### src/verilog/ast_pkg.sv
/*
 Constants for the accelerometer self-test and failure monitor link.
 Assumes both ends run from core_clk at 250 MHz and share this package.
*/
// Behaviour
// - Any failure drives outputs outside 102..1945
// - Calibration parity checked continuously
// - Parity error reloads calibration from nonvolatile store
// - Repeat parity error forces results below 102
// - Self-test command enters, measure command leaves
// - Self-test pin high activates channel self-test
// - Never self-test both channels at once; only the host's pins are exclusive, both commands can still be set
// - Self-test drives selected channel to maximum
// - Hold self-test active 20 to 100 ms
// - Wait saturation and recovery before trusting readings
// - Temperature readable as unsigned 8-bit value
// - Host converts temperature: (counts-197)/-1.083
// - Command 00000000 is measure
// - Command 00001110 starts channel one self-test
// - Command 00001111 starts channel two self-test
package ast_pkg;
    localparam int          CMD_W          = 8;
    localparam int          ACC_W          = 11;
    localparam int          TEMP_W         = 8;
    localparam int          CAL_W          = 16;
    localparam int          BIT_CNT_W      = 5;
    localparam logic [7:0]  MEASURE_CMD    = 8'h00;
    localparam logic [7:0]  TEMP_READ_CMD  = 8'h08;
    localparam logic [7:0]  SELFTEST_CH1_CMD = 8'h0e;
    localparam logic [7:0]  SELFTEST_CH2_CMD = 8'h0f;
    localparam logic [7:0]  READ_CH1_CMD   = 8'h10;
    localparam logic [7:0]  READ_CH2_CMD   = 8'h11;
    localparam logic [10:0] ACC_MIN_NORMAL = 11'h066;   // 102
    localparam logic [10:0] ACC_MAX_NORMAL = 11'h799;   // 1945
    localparam logic [10:0] ACC_FAIL_LOW   = 11'h000;
    localparam logic [10:0] ACC_FULL_SCALE = 11'h7ff;
    localparam int          CLK_MHZ        = 250;
    localparam int          SCK_HALF_NS    = 1000;      // 500 kHz link clock
    localparam int          SCK_HALF_CYC   = SCK_HALF_NS * CLK_MHZ / 1000;
    localparam int          SELFTEST_MS    = 20;
    localparam int          SETTLE_MS      = 55;
    localparam int          SELFTEST_CYC   = SELFTEST_MS * CLK_MHZ * 1000;
    localparam int          SETTLE_CYC     = SETTLE_MS * CLK_MHZ * 1000;
    localparam int          DIV_W          = 9;
    localparam int          WAIT_W         = 24;
    typedef enum logic [2:0] {
        AST_OP_NONE, AST_OP_MEASURE, AST_OP_ST1, AST_OP_ST2,
        AST_OP_READ1, AST_OP_READ2, AST_OP_TEMP
    } ast_op_type;
    // Even parity over the calibration word
    function automatic logic ast_parity(input logic [CAL_W-1:0] w);
        return ^w;
    endfunction
endpackage

### src/verilog/ast_link_if.sv
/*
 Serial link between controller and accelerometer monitor.
 Assumes the bench resolves the data-out enable into a wire.
*/
`timescale 1ns/10ps
interface ast_link_if;
    logic sck;
    logic cs_n;
    logic mosi;
    logic miso;
    logic miso_oe;
    logic ch1_selftest_pin;
    logic ch2_selftest_pin;
    modport dev  (input sck, cs_n, mosi, ch1_selftest_pin, ch2_selftest_pin,
                  output miso, miso_oe);
    modport host (output sck, cs_n, mosi, ch1_selftest_pin, ch2_selftest_pin,
                  input miso, miso_oe);
endinterface

### src/verilog/ast_device.sv
/*
 Device end: serial slave, self-test control, parity monitor, readout.
 Assumes core_clk is much faster than the link clock; link inputs asynchronous.
*/
`timescale 1ns/10ps
module ast_device (
    input  wire logic                       core_clk,
    input  wire logic                       srst,
    ast_link_if.dev                         link,
    input  wire logic [ast_pkg::ACC_W-1:0]  ch1_adc,
    input  wire logic [ast_pkg::ACC_W-1:0]  ch2_adc,
    input  wire logic [ast_pkg::TEMP_W-1:0] temp_adc,
    input  wire logic [ast_pkg::CAL_W-1:0]  cal_word,
    input  wire logic                       cal_parity,
    input  wire logic [ast_pkg::CAL_W-1:0]  nvm_word,
    input  wire logic                       nvm_parity,
    output logic                            ch1_selftest,
    output logic                            ch2_selftest,
    output logic                            cal_reload,
    output logic                            fail_forced
);
    import ast_pkg::*;

    logic [2:0]            sck_s;
    logic [2:0]            cs_s;
    logic [2:0]            mosi_s;
    logic [2:0]            p1_s;
    logic [2:0]            p2_s;
    logic                  sck_q;
    logic                  cs_q;
    logic                  p1_q;
    logic                  p2_q;
    logic                  sck_rise;
    logic                  sck_fall;
    logic [BIT_CNT_W-1:0]  bit_cnt;
    logic [CMD_W-1:0]      cmd_sh;
    logic [ACC_W-1:0]      out_sh;
    logic                  out_en;
    logic                  st1_cmd;
    logic                  st2_cmd;
    logic                  reloaded;
    logic                  fail_latch;
    logic [CAL_W-1:0]      ctl_word;
    logic                  ctl_par;
    logic [ACC_W-1:0]      res1;
    logic [ACC_W-1:0]      res2;
    logic [TEMP_W-1:0]     temp_hold;
    logic [CMD_W-1:0]      next_cmd;

    // Three-stage synchronisers for all link pins
    // Stages two and three must agree before a clock, select or self-test pin level is believed, so a
    // one-cycle glitch there is dropped; mosi reaches the command decoder from stage three unfiltered
    always_ff @(posedge core_clk) begin
        sck_s  <= {sck_s[1:0], link.sck};
        cs_s   <= {cs_s[1:0], link.cs_n};
        mosi_s <= {mosi_s[1:0], link.mosi};
        p1_s   <= {p1_s[1:0], link.ch1_selftest_pin};
        p2_s   <= {p2_s[1:0], link.ch2_selftest_pin};
    end

    // Filtered levels change only when stages two and three agree
    always_ff @(posedge core_clk) begin
        if (srst) begin
            sck_q <= 1'b0;
            cs_q  <= 1'b1;
            p1_q  <= 1'b0;
            p2_q  <= 1'b0;
        end else begin
            if (sck_s[1] == sck_s[2]) sck_q <= sck_s[2];
            if (cs_s[1] == cs_s[2])   cs_q  <= cs_s[2];
            if (p1_s[1] == p1_s[2])   p1_q  <= p1_s[2];
            if (p2_s[1] == p2_s[2])   p2_q  <= p2_s[2];
        end
    end

    // Link clock edges, seen only while selected
    // The edge is flagged in the cycle the filtered level is about to move
    assign sck_rise = !cs_q && (sck_s[1] == sck_s[2]) && sck_s[2] && !sck_q;
    assign sck_fall = !cs_q && (sck_s[1] == sck_s[2]) && !sck_s[2] && sck_q;
    assign next_cmd = {cmd_sh[CMD_W-2:0], mosi_s[2]};

    // Command shift and bit count; chip-select release clears both
    always_ff @(posedge core_clk) begin
        if (srst || cs_q) begin
            bit_cnt <= '0;
            cmd_sh  <= '0;
        end else if (sck_rise && bit_cnt < BIT_CNT_W'(CMD_W)) begin
            bit_cnt <= bit_cnt + 1'b1;
            cmd_sh  <= next_cmd;
        end
    end

    // Self-test state held across chip-select, cleared by measure
    always_ff @(posedge core_clk) begin
        if (srst) begin
            st1_cmd <= 1'b0;
            st2_cmd <= 1'b0;
        end else if (sck_rise && bit_cnt == BIT_CNT_W'(CMD_W - 1)) begin
            case (next_cmd)
                MEASURE_CMD: begin
                    st1_cmd <= 1'b0;
                    st2_cmd <= 1'b0;
                end
                SELFTEST_CH1_CMD: st1_cmd <= 1'b1;
                SELFTEST_CH2_CMD: st2_cmd <= 1'b1;
                default: ;
            endcase
        end
    end

    // Command or pin activates a channel; host keeps the pins exclusive, but not the commands
    assign ch1_selftest = st1_cmd || p1_q;
    assign ch2_selftest = st2_cmd || p2_q;

    // Continuous parity check of the live control word
    // After a reload the stored copy stays under check, so a second
    // mismatch latches the failure until reset
    always_ff @(posedge core_clk) begin
        if (srst) begin
            ctl_word   <= nvm_word_reset();
            ctl_par    <= 1'b0;
            reloaded   <= 1'b0;
            fail_latch <= 1'b0;
            cal_reload <= 1'b0;
        end else begin
            cal_reload <= 1'b0;
            if (!reloaded) begin
                ctl_word <= cal_word;
                ctl_par  <= cal_parity;
            end
            if (ast_parity(ctl_word) != ctl_par && !fail_latch) begin
                if (!reloaded) begin
                    ctl_word   <= nvm_word;
                    ctl_par    <= nvm_parity;
                    reloaded   <= 1'b1;
                    cal_reload <= 1'b1;
                end else begin
                    fail_latch <= 1'b1;
                end
            end
        end
    end
    assign fail_forced = fail_latch;

    function automatic logic [CAL_W-1:0] nvm_word_reset();
        return '0;
    endfunction

    // Result registers, frozen while the device is selected
    // Between frames they track the converters, so every frame reads one
    // consistent snapshot; a latched failure overrides both channels
    always_ff @(posedge core_clk) begin
        if (srst) begin
            res1      <= ACC_MIN_NORMAL;
            res2      <= ACC_MIN_NORMAL;
            temp_hold <= '0;
        end else if (cs_q) begin
            temp_hold <= temp_adc;
            if (fail_latch) begin
                res1 <= ACC_FAIL_LOW;
                res2 <= ACC_FAIL_LOW;
            end else begin
                res1 <= ch1_selftest ? ACC_FULL_SCALE : ch1_adc;
                res2 <= ch2_selftest ? ACC_FULL_SCALE : ch2_adc;
            end
        end
    end

    // Output shifter: loaded after command, shifted at falling clock
    // Unknown commands leave the enable low and data out undriven
    always_ff @(posedge core_clk) begin
        if (srst || cs_q) begin
            out_sh <= '0;
            out_en <= 1'b0;
        end else if (sck_rise && bit_cnt == BIT_CNT_W'(CMD_W - 1)) begin
            case (next_cmd)
                READ_CH1_CMD: begin
                    out_sh <= res1;
                    out_en <= 1'b1;
                end
                READ_CH2_CMD: begin
                    out_sh <= res2;
                    out_en <= 1'b1;
                end
                TEMP_READ_CMD: begin
                    out_sh <= {temp_hold, 3'h0};
                    out_en <= 1'b1;
                end
                default: out_en <= 1'b0;
            endcase
        end else if (sck_fall && bit_cnt == BIT_CNT_W'(CMD_W) && out_en) begin
            out_sh <= {out_sh[ACC_W-2:0], 1'b0};
        end
    end

    // Data appears at first falling clock after the command
    // Top bit is copied out in the same cycle that the shifter moves,
    // so each falling clock presents the next bit, MSB first
    logic shown;
    always_ff @(posedge core_clk) begin
        if (srst || cs_q) begin
            shown     <= 1'b0;
            link.miso <= 1'b0;
        end else if (sck_fall && out_en && bit_cnt == BIT_CNT_W'(CMD_W)) begin
            shown     <= 1'b1;
            link.miso <= out_sh[ACC_W-1];
        end
    end
    // Enable trails chip-select release by the synchroniser delay, four
    // core clocks; the testbench, not the host, keeps frames apart by more than that
    assign link.miso_oe = out_en && shown && !cs_q;
endmodule

### src/flat_wrapper.sv
// flat-port wrapper written by rule: the top's interface ports become plain ports
module ast_device_flat import ast_pkg::*;
  (core_clk, srst, ch1_adc, ch2_adc, temp_adc, cal_word, cal_parity, nvm_word, nvm_parity, ch1_selftest, ch2_selftest, cal_reload, fail_forced, link_sck, link_cs_n, link_mosi, link_ch1_selftest_pin, link_ch2_selftest_pin, link_miso, link_miso_oe);
  ast_link_if link_i ();
  input  wire logic core_clk;
  input  wire logic srst;
  input  wire logic [ast_pkg::ACC_W-1:0] ch1_adc;
  input  wire logic [ast_pkg::ACC_W-1:0] ch2_adc;
  input  wire logic [ast_pkg::TEMP_W-1:0] temp_adc;
  input  wire logic [ast_pkg::CAL_W-1:0] cal_word;
  input  wire logic cal_parity;
  input  wire logic [ast_pkg::CAL_W-1:0] nvm_word;
  input  wire logic nvm_parity;
  output logic ch1_selftest;
  output logic ch2_selftest;
  output logic cal_reload;
  output logic fail_forced;
  input wire logic [$bits(link_i.sck)-1:0] link_sck;
  input wire logic [$bits(link_i.cs_n)-1:0] link_cs_n;
  input wire logic [$bits(link_i.mosi)-1:0] link_mosi;
  input wire logic [$bits(link_i.ch1_selftest_pin)-1:0] link_ch1_selftest_pin;
  input wire logic [$bits(link_i.ch2_selftest_pin)-1:0] link_ch2_selftest_pin;
  output wire logic [$bits(link_i.miso)-1:0] link_miso;
  output wire logic [$bits(link_i.miso_oe)-1:0] link_miso_oe;
  assign link_i.sck = link_sck;
  assign link_i.cs_n = link_cs_n;
  assign link_i.mosi = link_mosi;
  assign link_i.ch1_selftest_pin = link_ch1_selftest_pin;
  assign link_i.ch2_selftest_pin = link_ch2_selftest_pin;
  assign link_miso = link_i.miso;
  assign link_miso_oe = link_i.miso_oe;
  ast_device u_core (.core_clk(core_clk), .srst(srst), .link(link_i), .ch1_adc(ch1_adc), .ch2_adc(ch2_adc), .temp_adc(temp_adc), .cal_word(cal_word), .cal_parity(cal_parity), .nvm_word(nvm_word), .nvm_parity(nvm_parity), .ch1_selftest(ch1_selftest), .ch2_selftest(ch2_selftest), .cal_reload(cal_reload), .fail_forced(fail_forced));
endmodule
### config.mk
export PLATFORM = sky130hd
export DESIGN_NAME = ast_device_flat
export DESIGN_NICKNAME = d
export VERILOG_FILES = /design/src/verilog/ast_pkg.sv /design/src/verilog/ast_link_if.sv /design/src/verilog/ast_device.sv /design/src/flat_wrapper.sv
export SDC_FILE = /design/constraint.sdc
export NUM_CORES = 1
export LEC_CHECK = 0
export CAP_MARGIN = 40
export CORE_ASPECT_RATIO = 0.75
export CORE_UTILIZATION = 49
export CTS_CLUSTER_DIAMETER = 30
export CTS_CLUSTER_SIZE = 12
export DETAILED_ROUTE_END_ITERATION = 10
export DONT_BUFFER_PORTS = 1
export SLEW_MARGIN = 30
export SYNTH_ARGS = -nofsm -noshare
export SYNTH_HDL_FRONTEND = slang
export SYNTH_SLANG_ARGS = --single-unit
### constraint.sdc
create_clock -name core_clk -period 2.58 [get_ports core_clk]
set_input_delay 0.129 -clock core_clk [delete_from_list [all_inputs] [get_ports core_clk]]
set_output_delay 0.129 -clock core_clk [all_outputs]
set_load 0.005 [all_outputs]
* Yosys cells after proc, flatten, opt, wreduce, memory -nomap -nowiden
Cells that the tools add are included.
** Cells by class
- Mux-type cells :: 17
- $add $sub $neg :: 1
- $lt $le $gt $ge :: 1
- Bitwise operators :: 1
- Reduce and logical (&&, ||, !) cells :: 32
- Equality and inequality tests :: 13
** Operators by type and width (number)
- two-way mux 11 bit :: 6
- two-way mux 16 bit :: 3
- one-hot mux 11 bit (3 select lines) :: 1
- equality test 8 x 4 -> 1 bit, second input constant :: 3
- equality test 8 x 5 -> 1 bit, second input constant :: 2
- parity 16 bit :: 1
- logical AND 1 bit :: 14
- logical NOT 8 bit :: 1
- AND reduction 2 bit :: 4
- nonzero test 2 bit :: 3
- adder 5 x 1 -> 5 bit, second input constant :: 1
- equality test 5 x 3 -> 1 bit, second input constant :: 1
- equality test 5 x 4 -> 1 bit, second input constant :: 1
- less-than comparator 5 x 4 -> 1 bit, second input constant :: 1
- two-way mux 1 bit :: 5
- equality test 1 bit :: 4
- logical NOT 1 bit :: 4
- inequality test 4 bit, second input constant :: 1
- one-hot mux 1 bit (2 select lines) :: 2
- logical OR 1 bit :: 3
- OR reduction 3 bit :: 1
- OR reduction 2 bit :: 1
- inequality test 1 bit :: 1
- NOT 1 bit :: 1
** Storage, ports and cells
- Bits of input ports :: 71
- Output and inout port bits :: 6
- Flip-flop bits (word level) :: 97
- Word-level logic and storage cells :: 90

* Logic depth before layout (Yosys ltp)
- Word-level depth :: 8
- Gate-level depth with buffers :: 9
- Depth with buffers taken out :: 8

* Least setup slack after synthesis
No wires, ideal clock.
- Kind :: register to register
- Start point :: reg u_core.ctl_word[12]
- End point :: reg (tool-made name)
- Path slack :: 522 ps
- Path buffers :: 2
- Arrival :: 1973 ps
- Data required time :: 2494 ps
- Period minus slack after synthesis :: 2058 ps
- Cell stages (with the launch flop) :: 9
- Library setup time :: 86 ps
- Cell sequence :: dfxtp_1 -> xor2_1 -> xnor2_1 -> xnor3_2 -> mux2_4 -> buf_12 -> buf_12 -> mux2i_1 -> a211oi_1
** RTL lines
- from (decl) :: line ast_device.sv:43 : logic [CAL_W-1:0] ctl_word;
- from (signal assigned) :: line ast_device.sv:120 : ctl_word <= nvm_word_reset();
- from (signal assigned) :: line ast_device.sv:128 : ctl_word <= cal_word;
- from (signal assigned) :: line ast_device.sv:133 : ctl_word <= nvm_word;

* Worst setup path in the final report
- Start point :: reg u_core.ctl_word[12]
- End point :: reg u_core.ctl_word[8]
** On the way
- Cells in the longest elaborated chain, start to end :: 4
** RTL lines
- parity 16 bit :: line ast_pkg.sv:52 : return ^w;
- inequality test 1 bit :: line ast_device.sv:131 : if (ast_parity(ctl_word) != ctl_par && !fail_latch) begin
- logical AND 1 bit :: line ast_device.sv:131
- two-way mux 16 bit :: line ast_device.sv:131
No other way between the ends.
A chain may end at the register's enable or synchronous reset.

==> key figures <==
Placed design
  • Placer Congestion: 0.792
  • Placed Area: roughly 4000 um^2
  • Setup Slack @ Placement: roughly 0.46 ns
  • # placed instances: between 500 and 600
  • Dpl hpwl: between 5000 and 6000 um
  • PortBufs: 0

Timing
  • Worst slew pin tran: around 0.55 ns
  • Final Setup Violations: 0
  • Final min period: about 2.1 ns
  • Clock skew: roughly 0.006 ns
  • Final Hold Fails: 0
  • Slew Limit Fails: 0
  • RSZ-0062 raised after global routing: no
  • FMAX: roughly 470 MHz
  • Setup_tns: 0 ns
  • Final period util: roughly 82%
  • Normalized max-slew margin: between 60% and 70%
  • Final setup margin: ~0.46 ns

Clock tree
  • TritonCTS clock tree: yes
  • Worst-Skew Late Latency: about 0.36 ns
  • Setup repair bufs after CTS: 0
  • Total CTS buffers: 9
  • Clock-pin slew on the worst setup and hold paths: ~0.09 ns
  • H-tree Lvls: 3
  • CTS max path bufs: 2
  • CTS sink cnt: slightly below 100
  • Root Buffer: clkbuf_8

Detailed routing
  • Met2 WL post-DR: around 4000 um
  • Met1 WL: roughly 4400 um
  • Post-route ant nets: 0
  • Vias per Instance: 5.39
  • Avg WL per Cell: 15.0 um
  • DRC viols: 0
  • Initial DRC count: between 150 and 200
  • Max layer used: met4
  • DRT Pass-1 Iters: 7
  • Routed WL: between 8000 and 9000 um
  • Vias: roughly 3,200
  • Routed wl met3: between 400 and 500 um

Global routing
  • Initial antenna violation count: 0
  • Grt ovf: 0
  • Pin count of the biggest net entering global routing: between 40 and 50
  • First-pass GRT wire length: approximately 14,000 um
  • Total GRT Usage: between 20% and 30%
  • Vias in the first global route: 2,948

Synth
  • Post-synth top cells: 97 x dfxtp_1, 76 x nor2_1, 46 x nand2_1, 37 x a21oi_1, 26 x mux2i_1
  • Largest family of logic cells by synthesized area: simple AND/OR/NAND/NOR gates
  • Asr flop ratio synth: 0%
  • Top_reg_cell synth: dfxtp_1
  • Seq/Total Area, Yosys: roughly half
  • Mapped Area: 3950 um^2
  • Yosys reg bits: 97
  • Simple-Gate Fraction of Synth Area: between 10% and 20%
  • Distinct cells, synth: 44
  • Synth Area in XOR/XNOR: roughly 4.5%
  • Post-Syn Area per Cell: 8.98 um^2
  • Post-synth EDFFs: 0
  • Mux share of post-synthesis cell area: a little under 7%
  • Most numerous cell in the Yosys netlist: dfxtp_1
  • Post-Syn Instances: 440
  • Syn Nets: 513
  • Synthesis warning total: 0
  • Synth area leader: dfxtp_1
  • Synth Area in Adders: less than 1%
  • Synth Area in Compound Gates: roughly 16%
  • Synth top area share: between 40% and 50%
  • Synth top area cells: dfxtp_1 49%, nor2_1 7.2%, mux2i_1 6.6%

Cells and area
  • Storage cell area: around 2000 um^2
  • Layout area overhead: 18.8%
  • Share of cells above drive strength 1: between 8 and 9%
  • Diode count: 0
  • Final Cell Area: ~4700 um^2
  • Post-Layout Cell Count: just under 600
  • Nets: between 500 and 600
  • Filler cells: 692
  • Multi-input logic area: ~1900 um^2

Pwr
  • PwrDens: 1160 nW/um^2
  • Sequential power share: 33.8%
  • Comb power frac: roughly half
  • Maximum vdd drop: between 1 and 1.5 mV
  • Cell Int Power: 3.56 mW
  • Clock share of power: 18.0%
  • Switching power of the nets: about 1.9 mW
  • Net Sw Frac: 34.7%
  • Pwr Total: between 5 and 6 mW
  • Leak: approximately 1.8 nW

Critical path
  • Slowest CP cell: xnor3_2
  • Critical path type: register to register
  • Critical path required time: 2.85 ns
  • Critical Path Max Stage Delay: ~0.49 ns
  • CP max FO: 19
  • Critical path launch point type: register
  • CP cell instances: xor2_1 -> xnor2_1 -> xnor3_2 -> mux2_4 -> mux2i_1 -> a211oi_1
  • Arr. time, crit path: 2.39 ns
  • CP Capture Type: register

Flow run
  • Max Cap Violations: 0

Min path
  • Hold WC Path Type: input port to register

Die
  • Die X: around 110 um
  • Boundary pin count: just under 80
  • Core box area: 7570 um^2
  • FP Rows: 27
  • Die area: between 8000 and 9000 um^2
  • Die height: 79.8 um
  • Starting Density: a little over half

Run status
  • Outcome: completed
-- path summary, 6_finish.rpt --
path	from	endpoint	slack, ns	cells past startpoint
worst min-delay path	cal_word[2]	register	0.009	2
worst max-delay path	u_core.ctl_word[12]	u_core.ctl_word[8]	0.46	6
worst max register to register	u_core.ctl_word[12]	u_core.ctl_word[8]	0.46	6
worst min register to register	u_core.p1_s[0]	u_core.p1_s[1]	0.33	0
-- stage by stage --
step / utilization, % / hold WS [ns]
finish: 62.1 / 0.00883
global route: 62.1 / 0.00174
CTS: 61.8 / 0.00156
detailed placement: 53.1 / 0.157
global placement: 53.1 / 0.157
floorplan: - / 0.157
-- kinds of logic after synthesis --
| family | after synthesis |
|---|---|
| multiplexers | 27 |
| XOR/XNOR | 16 |
| buffers and inverters | 33 |
| flip-flops | 97 |
| AO/OA/AOI/OAI | 103 |
| AND/OR/NAND/NOR | 162 |
| adder cells (fa/ha/maj) | 2 |
-- worst max-delay path, delay by kind of cell (launching register included) --
family / cells / cell delay [ns]
xor gates and xnor gates: 3 / 0.80
muxes: 2 / 0.63
DFF: 1 / 0.35
AOI/OAI and AO/OA: 1 / 0.24
-- layer usage --
metal	track usage (%)	vias up
li1	-	1611
met1	30.1	1471
met2	34.2	74
met3	6.04	9
met4	6.81	0
met5	0	-
-- state kept, by name (all words and copies together), names as in the netlist, 3 cells and up, named ones only --
name / count
u_core.bit_cnt: 5
u_core.cmd_sh: 7
u_core.cs_s: 3
u_core.ctl_word: 10
u_core.mosi_s: 3
u_core.out_sh: 11
u_core.p1_s: 3
u_core.p2_s: 3
u_core.res1: 11
u_core.res2: 11
u_core.sck_s: 3
u_core.temp_hold: 8
-- timing repair --
item,in CTS,in global routing
hold buffers,45,2
gates resized for setup,0,0
endpoints found under the hold margin,61,1
-- layout by cell type (no fill, tap or decap), types with 2 or more instances in the layout --
cell type      count
inv_1              4
or2_2              7
and2_1             2
clkinv_2           2
or3_1             10
clkinv_1           2
xor2_1             2
clkbuf_8          10
dfxtp_1           97
xnor2_1           11
a221oi_1           8
nand3_1            2
nand4bb_1          2
nand3b_1           2
nor3b_1            2
clkinvlp_4         2
a211oi_1          19
dlygate4sd3_1     46
o21ai_0           25
nor2b_1            2
a22o_1             8
a32oi_1            2
ha_1               2
buf_4             10
nand2_1           46
nor2_1            76
a21oi_1           37
mux2i_1           26
nor3_1             2
-- layout make-up --
type	instances	share of cell area [%]
well taps	101	2.69
clock buffers	11	3.01
repair buffers	57	11.8
clock inverters	5	1.17
flip-flops and latches	97	41.3
multi-input cells	310	39.5
inverters	6	0.479
-- power groups by stage --
stage	combinational (mW)	clock, mW	sequential, mW
2_1_floorplan	2.82	0	1.85
3_3_place_gp	2.51	0	1.87
3_5_place_dp	2.57	0	1.87
4_1_cts	2.66	1.01	1.84
5_1_grt	2.90	1.07	1.87
6_report	2.63	0.982	1.84
Power figures use the tool's default switching activity.
